## config.mk

```make
export PLATFORM = sky130hd
export DESIGN_NAME = fb_attr
export DESIGN_NICKNAME = d
export VERILOG_FILES = /design/src/rtl/fb_attr_pkg.sv /design/src/rtl/par_mem.sv /design/src/rtl/analog_scale.sv /design/src/rtl/fb_attr.sv
export SDC_FILE = /design/constraint.sdc
export NUM_CORES = 2
export LEC_CHECK = 0
export BUFFER_PORTS_ARGS = -buffer_cell sky130_fd_sc_hd__buf_2
export CAP_MARGIN = 20
export CORE_MARGIN = 4
export CORE_UTILIZATION = 57
export CTS_CLUSTER_DIAMETER = 40
export DETAILED_ROUTE_END_ITERATION = 10
export HOLD_SLACK_MARGIN = 0.15
export PLACE_DENSITY = 0.74
export SLEW_MARGIN = 20
export SYNTH_ARGS = -nofsm -noshare
export SYNTH_HDL_FRONTEND = slang
export SYNTH_SLANG_ARGS = --single-unit
```

## constraint.sdc

```tcl
create_clock -name clk_sys -period 64.2 [get_ports clk_sys]
set_input_delay 9.63 -clock clk_sys [delete_from_list [all_inputs] [get_ports clk_sys]]
set_output_delay 9.63 -clock clk_sys [all_outputs]
set_load 0.005 [all_outputs]
```

## src/rtl/fb_attr_pkg.sv

```systemverilog
package fb_attr_pkg;
  localparam int          INT_W       = 11;
  localparam int          CODE_W      = 12;
  localparam logic [10:0] INT_MAX     = 11'h3e8;
  localparam logic [11:0] CODE_V10    = 12'hfff;
  localparam logic [11:0] CODE_MA4    = 12'h333;
  localparam logic [15:0] GAIN_MAX    = 16'h03e8;
  localparam logic [15:0] OFFSET_MAX  = 16'h2710;
  localparam logic [15:0] GAIN_RST    = 16'h0064;
  localparam logic [15:0] OFFSET_RST  = 16'h0000;
  localparam int          NUM_BLK     = 8;
  localparam int          NUM_PAR     = 8;
  localparam int          PAR_W       = 16;
  localparam int          CNT_W       = 16;
  localparam logic [7:0]  ALWAYS_RET  = 8'hf0;
  localparam logic [7:0]  RET_RST     = 8'h00;
  localparam logic [7:0]  PROT_RST    = 8'h00;
  localparam logic [3:0]  REG_RET     = 4'h0;
  localparam logic [3:0]  REG_PROT    = 4'h1;
  localparam logic [3:0]  REG_INV     = 4'h2;
  localparam logic [3:0]  REG_GAIN    = 4'h3;
  localparam logic [3:0]  REG_OFFSET  = 4'h4;
  localparam logic [3:0]  REG_MODE    = 4'h5;
  localparam logic [3:0]  REG_RAW     = 4'h6;
  localparam logic [3:0]  REG_SCALED  = 4'h7;
  localparam logic [3:0]  REG_PADDR   = 4'h8;
  localparam logic [3:0]  REG_PDATA   = 4'h9;
  localparam logic [3:0]  REG_CNT     = 4'ha;

  typedef enum logic [2:0] {
    MODE_RUN  = 3'b001,
    MODE_PARA = 3'b010,
    MODE_PROG = 3'b100
  } op_mode_t;

  typedef struct packed {
    logic [3:0]  addr;
    logic [15:0] wdata;
    logic        wr;
    logic        rd;
  } reg_req_t;
endpackage

```

## src/rtl/par_mem.sv

```systemverilog
`timescale 1ns/10ps
`default_nettype none
module par_mem #(
  parameter int DEPTH = 8,
  parameter int W     = 16
) (
  input  wire logic                     clk_sys,
  input  wire logic                     we,
  input  wire logic [$clog2(DEPTH)-1:0] waddr,
  input  wire logic [W-1:0]             wdata,
  input  wire logic [$clog2(DEPTH)-1:0] raddr,
  output var  logic [W-1:0]             rdata
);
  logic [W-1:0] mem [DEPTH];

  always_ff @(posedge clk_sys) begin
    if (we) begin
      mem[waddr] <= wdata;
    end
    rdata <= mem[raddr];
  end
endmodule // par_mem
`default_nettype wire

```

## src/rtl/analog_scale.sv

```systemverilog
`timescale 1ns/10ps
`default_nettype none
module analog_scale (
  input  wire logic              clk_sys,
  input  wire logic              rst,
  input  wire logic [11:0]       code,
  input  wire logic              current_loop,
  input  wire logic signed [15:0] gain,
  input  wire logic signed [15:0] offset,
  output var  logic [10:0]       internal,
  output var  logic signed [15:0] scaled
);
  logic [23:0]        num;
  logic [11:0]        span;
  logic [11:0]        base;
  logic [11:0]        sat;
  logic [10:0]        iv;
  logic signed [27:0] prod;
  logic signed [27:0] quot;
  logic signed [27:0] sum;

  always_comb begin
    base = current_loop ? fb_attr_pkg::CODE_MA4 : 12'h000;
    sat  = (code > fb_attr_pkg::CODE_V10) ? fb_attr_pkg::CODE_V10 : code;
    span = fb_attr_pkg::CODE_V10 - base;
    if (sat <= base) begin
      num = 24'h000000;
    end else begin
      num = 24'(sat - base) * 24'(fb_attr_pkg::INT_MAX);
    end
    iv = 11'(num / span);
    if (iv > fb_attr_pkg::INT_MAX) begin
      iv = fb_attr_pkg::INT_MAX;
    end
    prod = $signed({17'h00000, iv}) * 28'(gain);
    quot = prod / 28'sd100;
    sum  = quot + 28'(offset);
  end

  always_ff @(posedge clk_sys or posedge rst) begin
    if (rst) begin
      internal <= 11'h000;
      scaled   <= 16'sh0000;
    end else begin
      internal <= iv;
      scaled   <= 16'(sum);
    end
  end
endmodule // analog_scale
`default_nettype wire

```

## src/rtl/fb_attr.sv

```systemverilog
// Summary of operation
// - retaining blocks keep state over power loss
// - retained timers resume counting remaining time
// - retention off by default
// - hours, weekly, yearly, PI always retain
// - parameters open in parameter mode by default
// - protected parameters only in programming mode
// - 0-10 V maps linearly to 0-1000
// - 0/4-20 mA maps to 0-1000
// - over-range input saturates at 1000
// - result is internal times gain/100 plus offset
// - each block input individually invertible
`timescale 1ns/10ps
`default_nettype none
module fb_attr #(
  parameter int NBLK = fb_attr_pkg::NUM_BLK
) (
  input  wire logic              clk_sys,
  input  wire logic              rst,
  input  wire logic              power_ok,
  input  wire logic [NBLK-1:0]   tick,
  input  wire logic [NBLK-1:0]   blk_in,
  input  wire logic [11:0]       ain_code,
  input  wire fb_attr_pkg::reg_req_t req,
  output logic [15:0]            rdata,
  output logic [NBLK-1:0]        blk_in_eff,
  output logic [NBLK-1:0]        blk_running,
  output logic signed [15:0]     ain_scaled
);
  typedef struct packed {
    logic [7:0]              ret;
    logic [7:0]              prot;
    logic [7:0]              inv;
    logic [15:0]             gain;
    logic [15:0]             offset;
    fb_attr_pkg::op_mode_t   mode;
    logic                    cloop;
    logic [2:0]              paddr;
    logic [7:0]              cnt_sel;
    logic [NBLK-1:0][15:0]   cnt;
    logic [NBLK-1:0]         run;
    logic [NBLK-1:0]         eff;
    logic [15:0]             rdata;
    logic                    pend_par;
  } state_t;

  state_t q;
  state_t d;
  logic        pwe;
  logic [15:0] prd;
  logic [10:0] ain_int;
  logic signed [15:0] ain_sc;

  function automatic logic par_visible(input fb_attr_pkg::op_mode_t m,
                                       input logic p);
    par_visible = (m == fb_attr_pkg::MODE_PROG) ||
                  ((m == fb_attr_pkg::MODE_PARA) && !p);
  endfunction

  function automatic logic [15:0] clip(input logic [15:0] v,
                                       input logic [15:0] lim);
    logic signed [15:0] s;
    s = $signed(v);
    if (s > $signed(lim)) begin
      clip = lim;
    end else if (s < -$signed(lim)) begin
      clip = 16'(-$signed(lim));
    end else begin
      clip = v;
    end
  endfunction

  par_mem #(
    .DEPTH (fb_attr_pkg::NUM_PAR),
    .W     (fb_attr_pkg::PAR_W)
  ) u_par (
    .clk_sys (clk_sys),
    .we      (pwe),
    .waddr   (q.paddr),
    .wdata   (req.wdata),
    .raddr   (q.paddr),
    .rdata   (prd)
  );

  analog_scale u_scale (
    .clk_sys      (clk_sys),
    .rst          (rst),
    .code         (ain_code),
    .current_loop (q.cloop),
    .gain         ($signed(q.gain)),
    .offset       ($signed(q.offset)),
    .internal     (ain_int),
    .scaled       (ain_sc)
  );

  assign pwe = req.wr && (req.addr == fb_attr_pkg::REG_PDATA) &&
               par_visible(q.mode, q.prot[q.paddr]);

  always_comb begin
    d = q;
    d.pend_par = 1'b0;
    d.eff = blk_in ^ q.inv;
    // power loss: drop non-retaining state, keep retained counters
    if (!power_ok) begin
      for (int i = 0; i < NBLK; i++) begin
        if (!(q.ret[i] || fb_attr_pkg::ALWAYS_RET[i])) begin
          d.cnt[i] = 16'h0000;
          d.run[i] = 1'b0;
        end
      end
    end else begin
      for (int i = 0; i < NBLK; i++) begin
        if (tick[i] && q.run[i] && q.cnt[i] != 16'h0000) begin
          d.cnt[i] = q.cnt[i] - 16'h0001;
        end
        if (q.cnt[i] == 16'h0000) begin
          d.run[i] = 1'b0;
        end
      end
    end
    if (req.wr) begin
      case (req.addr)
        fb_attr_pkg::REG_RET:    d.ret = req.wdata[7:0];
        fb_attr_pkg::REG_PROT: begin
          if (q.mode == fb_attr_pkg::MODE_PROG) begin
            d.prot = req.wdata[7:0];
          end
        end
        fb_attr_pkg::REG_INV:    d.inv = req.wdata[7:0];
        fb_attr_pkg::REG_GAIN:
          d.gain = clip(req.wdata, fb_attr_pkg::GAIN_MAX);
        fb_attr_pkg::REG_OFFSET:
          d.offset = clip(req.wdata, fb_attr_pkg::OFFSET_MAX);
        fb_attr_pkg::REG_MODE: begin
          case (req.wdata[1:0])
            2'h1:    d.mode = fb_attr_pkg::MODE_PARA;
            2'h2:    d.mode = fb_attr_pkg::MODE_PROG;
            default: d.mode = fb_attr_pkg::MODE_RUN;
          endcase
          d.cloop = req.wdata[4];
        end
        fb_attr_pkg::REG_PADDR: begin
          d.paddr   = req.wdata[2:0];
          d.cnt_sel = req.wdata[15:8];
        end
        fb_attr_pkg::REG_CNT: begin
          d.cnt[q.cnt_sel[2:0]] = req.wdata;
          d.run[q.cnt_sel[2:0]] = req.wdata != 16'h0000;
        end
        default: ;
      endcase
    end
    d.rdata = 16'h0000;
    if (req.rd) begin
      case (req.addr)
        fb_attr_pkg::REG_RET:    d.rdata = {8'h00, q.ret | fb_attr_pkg::ALWAYS_RET};
        fb_attr_pkg::REG_PROT:   d.rdata = {8'h00, q.prot};
        fb_attr_pkg::REG_INV:    d.rdata = {8'h00, q.inv};
        fb_attr_pkg::REG_GAIN:   d.rdata = q.gain;
        fb_attr_pkg::REG_OFFSET: d.rdata = q.offset;
        fb_attr_pkg::REG_MODE:   d.rdata = {11'h000, q.cloop, 1'b0, q.mode};
        fb_attr_pkg::REG_RAW:    d.rdata = {5'h00, ain_int};
        fb_attr_pkg::REG_SCALED: d.rdata = ain_sc;
        fb_attr_pkg::REG_PADDR:  d.rdata = {q.cnt_sel, 5'h00, q.paddr};
        fb_attr_pkg::REG_CNT:    d.rdata = q.cnt[q.cnt_sel[2:0]];
        fb_attr_pkg::REG_PDATA:  d.pend_par = 1'b1;
        default:                 d.rdata = 16'h0000;
      endcase
    end
  end

  always_ff @(posedge clk_sys or posedge rst) begin
    if (rst) begin
      q        <= '0;
      q.ret    <= fb_attr_pkg::RET_RST;
      q.prot   <= fb_attr_pkg::PROT_RST;
      q.gain   <= fb_attr_pkg::GAIN_RST;
      q.offset <= fb_attr_pkg::OFFSET_RST;
      q.mode   <= fb_attr_pkg::MODE_RUN;
    end else begin
      q <= d;
    end
  end

  // parameter read data comes from memory register, gated by protection
  always_comb begin
    if (q.pend_par) begin
      rdata = par_visible(q.mode, q.prot[q.paddr]) ? prd : 16'h0000;
    end else begin
      rdata = q.rdata;
    end
  end

  assign blk_in_eff  = q.eff;
  assign blk_running = q.run;
  assign ain_scaled  = ain_sc;
endmodule // fb_attr
`default_nettype wire

```

---- Word-level counts from Yosys, hierarchy flattened ----
Memories as Yosys holds them, arrays and structs flattened. A register that Yosys moved wholly into a read port is not among the register bits.
Index checks and enable logic that the tools add are counted.
storage, ports and cells
  memories ................................ 1
  bits in latches ......................... 0
  output and inout port bits .............. 48
  memory bits (writable) .................. 128
  bits in read-only memories .............. 0
  input port bits ......................... 53
  register bits after elaboration ......... 259
memory list
  name       depth  bits a word  rd ports  clocked after Yosys merged registers in  write ports  line           RTL
  u_par.mem  8      16           1         1                                        1            par_mem.sv:14  logic [W-1:0] mem [DEPTH];
cells by class
  add/subtract/negate cells ............... 11
  bitwise operators ....................... 1
  shifts and indexed selects .............. 0
  reductions and logical operators ........ 47
  muxes and demuxes ....................... 56
  equal/unequal tests ..................... 14
  multiply operators ...................... 2
  div/mod/pow operators ................... 2
  order comparisons ....................... 10
operators with widths
  kind                   count
  $mux 16                20
  $mux 136               2
  $pmux 16 s10           1
  $reduce_bool 16->1     9
  $bwmux 128             1
  $logic_not 16->1       8
  $mux 64                2
  $sub 16x1->16 const B  8
  $bmux 16 s3            1
  $demux 16 s3           1
  $div 28x8->28 const B  1
  $mul 12x16->28         1
  $div 24x12->24         1
  $mul 24x7->21 const B  1
  $mux 24                1
  $logic_and 1x1->1      20
  $mux 1                 17
  $mux 17                1
  $add 16x16->16         1
  $eq 4x3->1 const B     4
  $gt 16x11->1 const B   1
  $gt 16x15->1 const B   1
  $lt 16x11->1 const B   1
  $lt 16x15->1 const B   1
  other kinds (28)       38

---- Logic depth before layout (Yosys ltp) ----
  word-level depth ........................ 11
  gate-level depth with buffers ........... 290
  mapped depth without buffers ............ 268

---- Hierarchy ----
From an unflattened synthesis, not the netlist that was laid out.
unflattened totals
  cell total of the unflattened synthesis .. 5133
  area total of the unflattened synthesis .. 45026.9 um^2
by module, submodules not included
  module        sequential area each (um^2)  instances  cells each  area an instance (um^2)
  analog_scale  675.6                        1          3412        25703.4
  fb_attr       5710.5                       1          1507        14029.7
  par_mem       4164.0                       1          214         5293.8

---- Worst setup path before layout ----
OpenSTA, ideal clock, no wires.
  kind .................................... input-to-reg
  start ................................... in ain_code[0]
  end ..................................... reg u_scale.scaled[15]
  library setup time ...................... 0.125 ns
  arrival time ............................ 64.971 ns
  required time ........................... 64.075 ns
  buffers on the path ..................... 19
  stages .................................. 269
  slack ................................... -0.896 ns
  cells stage by stage .................... inv_1 -> ha_1 -> inv_1 -> fa_1 -> o311a_1 -> or3_1 -> a221oi_1 -> xor2_1 -> inv_1 -> fa_1 -> fa_1 -> inv_1 -> fa_1 -> inv_1 -> fa_1 -> inv_1 -> ha_1 -> and3_1 -> [... 233 more ...] -> ha_1 -> a21o_1 -> a21oi_1 -> o21bai_1 -> a21oi_1 -> o21bai_1 -> a21oi_1 -> o21bai_1 -> a21oi_1 -> o21bai_1 -> a21oi_1 -> o21bai_1 -> a21oi_1 -> o21bai_1 -> a21oi_1 -> xnor2_1 -> xnor2_1 -> xnor2_1
between the ends
  longest elaborated chain between the ends .. 11
  elaborated cells on any way between the ends .. 12
  those cells by class .................... add/sub: 2; mul: 2; div: 2; order compare: 3; mux: 3
RTL lines
  what                  line                RTL
  start, declared       fb_attr.sv:23       input wire logic [11:0] ain_code,
  $gt 12x12->1          analog_scale.sv:24  sat = (code > fb_attr_pkg::CODE_V10) ? fb_attr_pkg::CODE_V10 : code;
  $mux 12 *             analog_scale.sv:24
  $sub 12x12->13        analog_scale.sv:29  num = 24'(sat - base) * 24'(fb_attr_pkg::INT_MAX);
  $mul 24x7->21         analog_scale.sv:29
  $mux 24 *             analog_scale.sv:26  if (sat <= base) begin
  $div 24x12->24 *      analog_scale.sv:31  iv = 11'(num / span);
  $gt 11x10->1          analog_scale.sv:32  if (iv > fb_attr_pkg::INT_MAX) begin
  $mux 11 *             analog_scale.sv:32
  net u_scale.iv[5]     analog_scale.sv:17  logic [10:0] iv;
  $mul 12x16->28 *      analog_scale.sv:35  prod = $signed({17'h00000, iv}) * 28'(gain);
  $div 28x8->28 *       analog_scale.sv:36  quot = prod / 28'sd100;
  $add 16x16->16 *      analog_scale.sv:37  sum = quot + 28'(offset);
  net u_scale.sum[15]   analog_scale.sv:20  logic signed [27:0] sum;
  end signal, assigned  analog_scale.sv:46  scaled <= 16'(sum);
  end, declared         analog_scale.sv:11  output var logic signed [15:0] scaled
Mark *: on every way through the listed nets, which the timed path passes. The rest lies on a longest branch.
A chain may end at the register's enable or synchronous reset.

---- Worst setup path in the final report ----
  start ................................... in ain_code[4]
  end ..................................... reg u_scale.scaled[15]
between the ends
  longest elaborated chain between the ends .. 11
  elaborated cells on any way between the ends .. 12
  those cells by class .................... add/sub: 2; mul: 2; div: 2; order compare: 3; mux: 3
RTL lines
  what                 line
  $gt 12x12->1         analog_scale.sv:24
  $mux 12 *            analog_scale.sv:24
  $sub 12x12->13       analog_scale.sv:29
  $mul 24x7->21        analog_scale.sv:29
  $mux 24 *            analog_scale.sv:26
  $div 24x12->24 *     analog_scale.sv:31
  $gt 11x10->1         analog_scale.sv:32
  $mux 11 *            analog_scale.sv:32
  $mul 12x16->28 *     analog_scale.sv:35
  $div 28x8->28 *      analog_scale.sv:36
  $add 16x16->16 *     analog_scale.sv:37
  net u_scale.sum[15]  analog_scale.sv:20
Marks and branches as above.

==> results.py <==
metrics = {
    "run_status": {
        "status": "finished clean",
    },
    "routing": {
        "route.detailed.drc": 0,
        "via_per_inst": 6.437,
        "wirelength_um": 138600,
        "ant_nets": 0,
        "firstDrtPassIters": 6,
        "wire_per_inst_um": 21.69,
        "routed-via-count": 41140,
        "drt_iter0_markers": 3873,
    },
    "timing": {
        "finalSetupViolCount": 0,
        "fmax_mhz": 16.08,
        "tns_ps": 0,
        "finalCriticalPeriod_ps": 62210,
        "maxSlewHeadroom": 0.1793,
        "finalHoldViolCount": 0,
        "hold_slack_ps": 468.0,
        "skew_ps": 17.79,
        "drv_slew": 0,
        "tightest_slew_ps": 1222,
        "period_share": 0.9690,
    },
    "critical_path": {
        "cp_top_family": "compound AO/OA/AOI/OAI gates",
        "worstPathArrival_ps": 62680,
        "cpMostUsedCell": "a21oi_2",
        "path_class": "input pin to flip-flop",
        "worstSetupEndpointType": "flip-flop",
        "crit_required_ps": 64670,
        "cp-start-kind": "input pin",
        "worst-path-buf-inv": 22,
        "crit_path_max_incr_delay_ps": 540,
        "cp_max_fo": 17,
        "worst_path_max_delay_cell": "or4_4",
    },
    "clocking": {
        "numClockSinks": 399,
        "cts-root-buf": "clkbuf_16",
        "htree_levels": 2,
        "clock_path_buffers": 3,
        "cts_tree": "done",
        "cts_made_buffers": 39,
        "clk_latency_ps": 560,
        "clk_pin_slew_ps": 70,
    },
    "global_route": {
        "antenna_found_initial": 0,
        "overflow": 0,
        "grt_max_degree": 123,
        "use_met3": 0.03442,
        "grt-busiest-layer": "met2",
        "grt_pass1_vias": 39490,
        "grt_usage": 0.3208,
        "use_met2": 0.5421,
        "use_met1": 0.4205,
        "grt_pass1_wl_um": 214900,
    },
    "synth": {
        "synthAdderAreaFrac": 0.1549,
        "ys.flop_type": "dfrtp_1",
        "synth-simple-area-share": 0.1947,
        "synth.avg_cell_area_um2": 8.723,
        "synthTopCellsByCount": "521 x nand2_1, 406 x inv_1, 387 x nor2_1, 292 x a21oi_1, 251 x dfrtp_1",
        "synthArstFlopShare": 0.6391,
        "synth_edf_count": 128,
        "syn_area_mm2": 0.04436,
        "synth.yosys.seq_area_share": 0.2378,
        "synthMuxAreaShare": 0.05926,
        "synth_top_area_cell": "dfrtp_1",
        "ys_seq_elements": 399,
        "synth_top_family_by_area": "compound AO/OA/AOI/OAI gates",
        "synth_most_common_cell": "nand2_1",
        "synth_top_area_frac": 0.1416,
        "synth-warning-count": 0,
        "post_synth_xor_area_fraction": 0.07176,
        "syn_inst": 5085,
        "synth_compound_area_frac": 0.2219,
        "synth_top_cells_by_area": "dfrtp_1 14%, fa_1 9.4%, edfxtp_1 8.7%",
        "ys_types": 172,
    },
    "layout": {
        "layout-drive-gt1-share": 0.1993,
        "postLayoutCoreUtil": 0.6540,
        "multi_input_area_mm2": 0.03301,
        "fill_cells": 6399,
        "stdcell_area_mm2": 0.05058,
        "antennaDiodeCount": 0,
        "layout.nets": 5795,
        "seq_area_mm2": 0.01056,
        "syn_to_final_growth_pct": 14.03,
    },
    "worst_hold_path": {
        "hold_class": "flip-flop to flip-flop",
    },
    "floorplanning": {
        "core_area_mm2": 0.07734,
        "die_h_um": 287.0,
        "rows": 102,
        "dieArea_mm2": 0.08235,
        "ioPinCount": 101,
        "dieWidth_um": 287.0,
        "start_util": 0.5735,
    },
    "placed_design": {
        "place_area_mm2": 0.04674,
        "dp_hpwl_um": 102200,
        "io_buffers": 100,
        "place.gp.congestion": 0.9615,
    },
    "flow_run": {
        "drv_cap": 0,
    },
}
final cells by class:
| cell class | instances | share of cell area |
|---|---|---|
| multi-input cells | 4075 | 0.6525 |
| inverters | 410 | 0.03067 |
| well taps | 1040 | 0.02573 |
| flip-flops and latches | 399 | 0.2087 |
| clock buffers | 49 | 0.02105 |
| repair buffers | 395 | 0.05506 |
| clock inverters | 22 | 0.006259 |
worst reg2reg max path, delay by kind of cell, from the launching register on:
| kind | cells | cell delay [ps] |
|---|---|---|
| xor+xnor | 15 | 2780 |
| simple gates | 61 | 11390 |
| compound gates | 124 | 25080 |
| buf+inv | 22 | 2800 |
| mux | 8 | 2180 |
| fa+ha+maj | 27 | 9490 |
| flops | 1 | 870 |
timing repair:
item | in CTS | in global routing
buffers inserted | 4 | 93
resized for setup | 25 | 291
endpoints found under the setup margin | 6 | 16
pin swaps | 4 | 103
cloned | 0 | 2
hold buffers | 0 | 0
metrics by stage:
stage | worst slack [ps] | instances
2_1_floorplan | 33.73 | 5101
3_3_place_gp | -45.72 | 6220
3_5_place_dp | -1499 | 6220
4_1_cts | 40.20 | 6295
5_1_grt | -725.1 | 6390
6_report | 1993 | 6390
metal layers:
layer  share of wire  routed length, um
met1            0.40              55580
met4           0.049               6729
met3           0.074              10200
met2            0.48              66100
met5               0                  0
path summary, 6_finish.rpt:
check                      slack (ps)                 end        startpoint  cells after the start
min reg2reg                       470     u_par.rdata[11]  u_par.mem[7][11]                      2
max in group asynchronous       53390              q[172]               rst                      3
min                               470     u_par.rdata[11]  u_par.mem[7][11]                      2
min in group asynchronous        9260              q[118]               rst                      2
max reg2reg                      9540  u_scale.scaled[15]            q[172]                    257
max                              1990  u_scale.scaled[15]       ain_code[4]                    257
flip-flops by register name, indices dropped and copies added (netlist names):
signal / cells
blk_in_eff: 8
blk_running: 8
q: 212
u_par.mem: 128
u_par.rdata: 16
u_scale.internal: 11
u_scale.scaled: 16
placed cells by master (no fill, tap or decap), types with 174 or more instances in the layout:
cell and instances:
xnor2_1 216, dfrtp_1 249, o21ai_0 174, ha_1 202
a21oi_1 242, inv_1 402, fa_1 207, nand2_1 506
nor2_1 373, buf_4 288
cell families (layout without fill, tap and decap cells):
group,count (synthesis),in the layout
DFF,399,399
buffers and inverters,628,876
AOI/OAI and AO/OA,1342,1343
and+or+nand+nor,1735,1735
adders and majority gates,425,425
muxes,200,200
xor gates and xnor gates,354,354
other,2,18
Power is left out: the tool's default activity adds up to more than one toggle a clock period on the data nets, which glitch-free logic cannot reach.
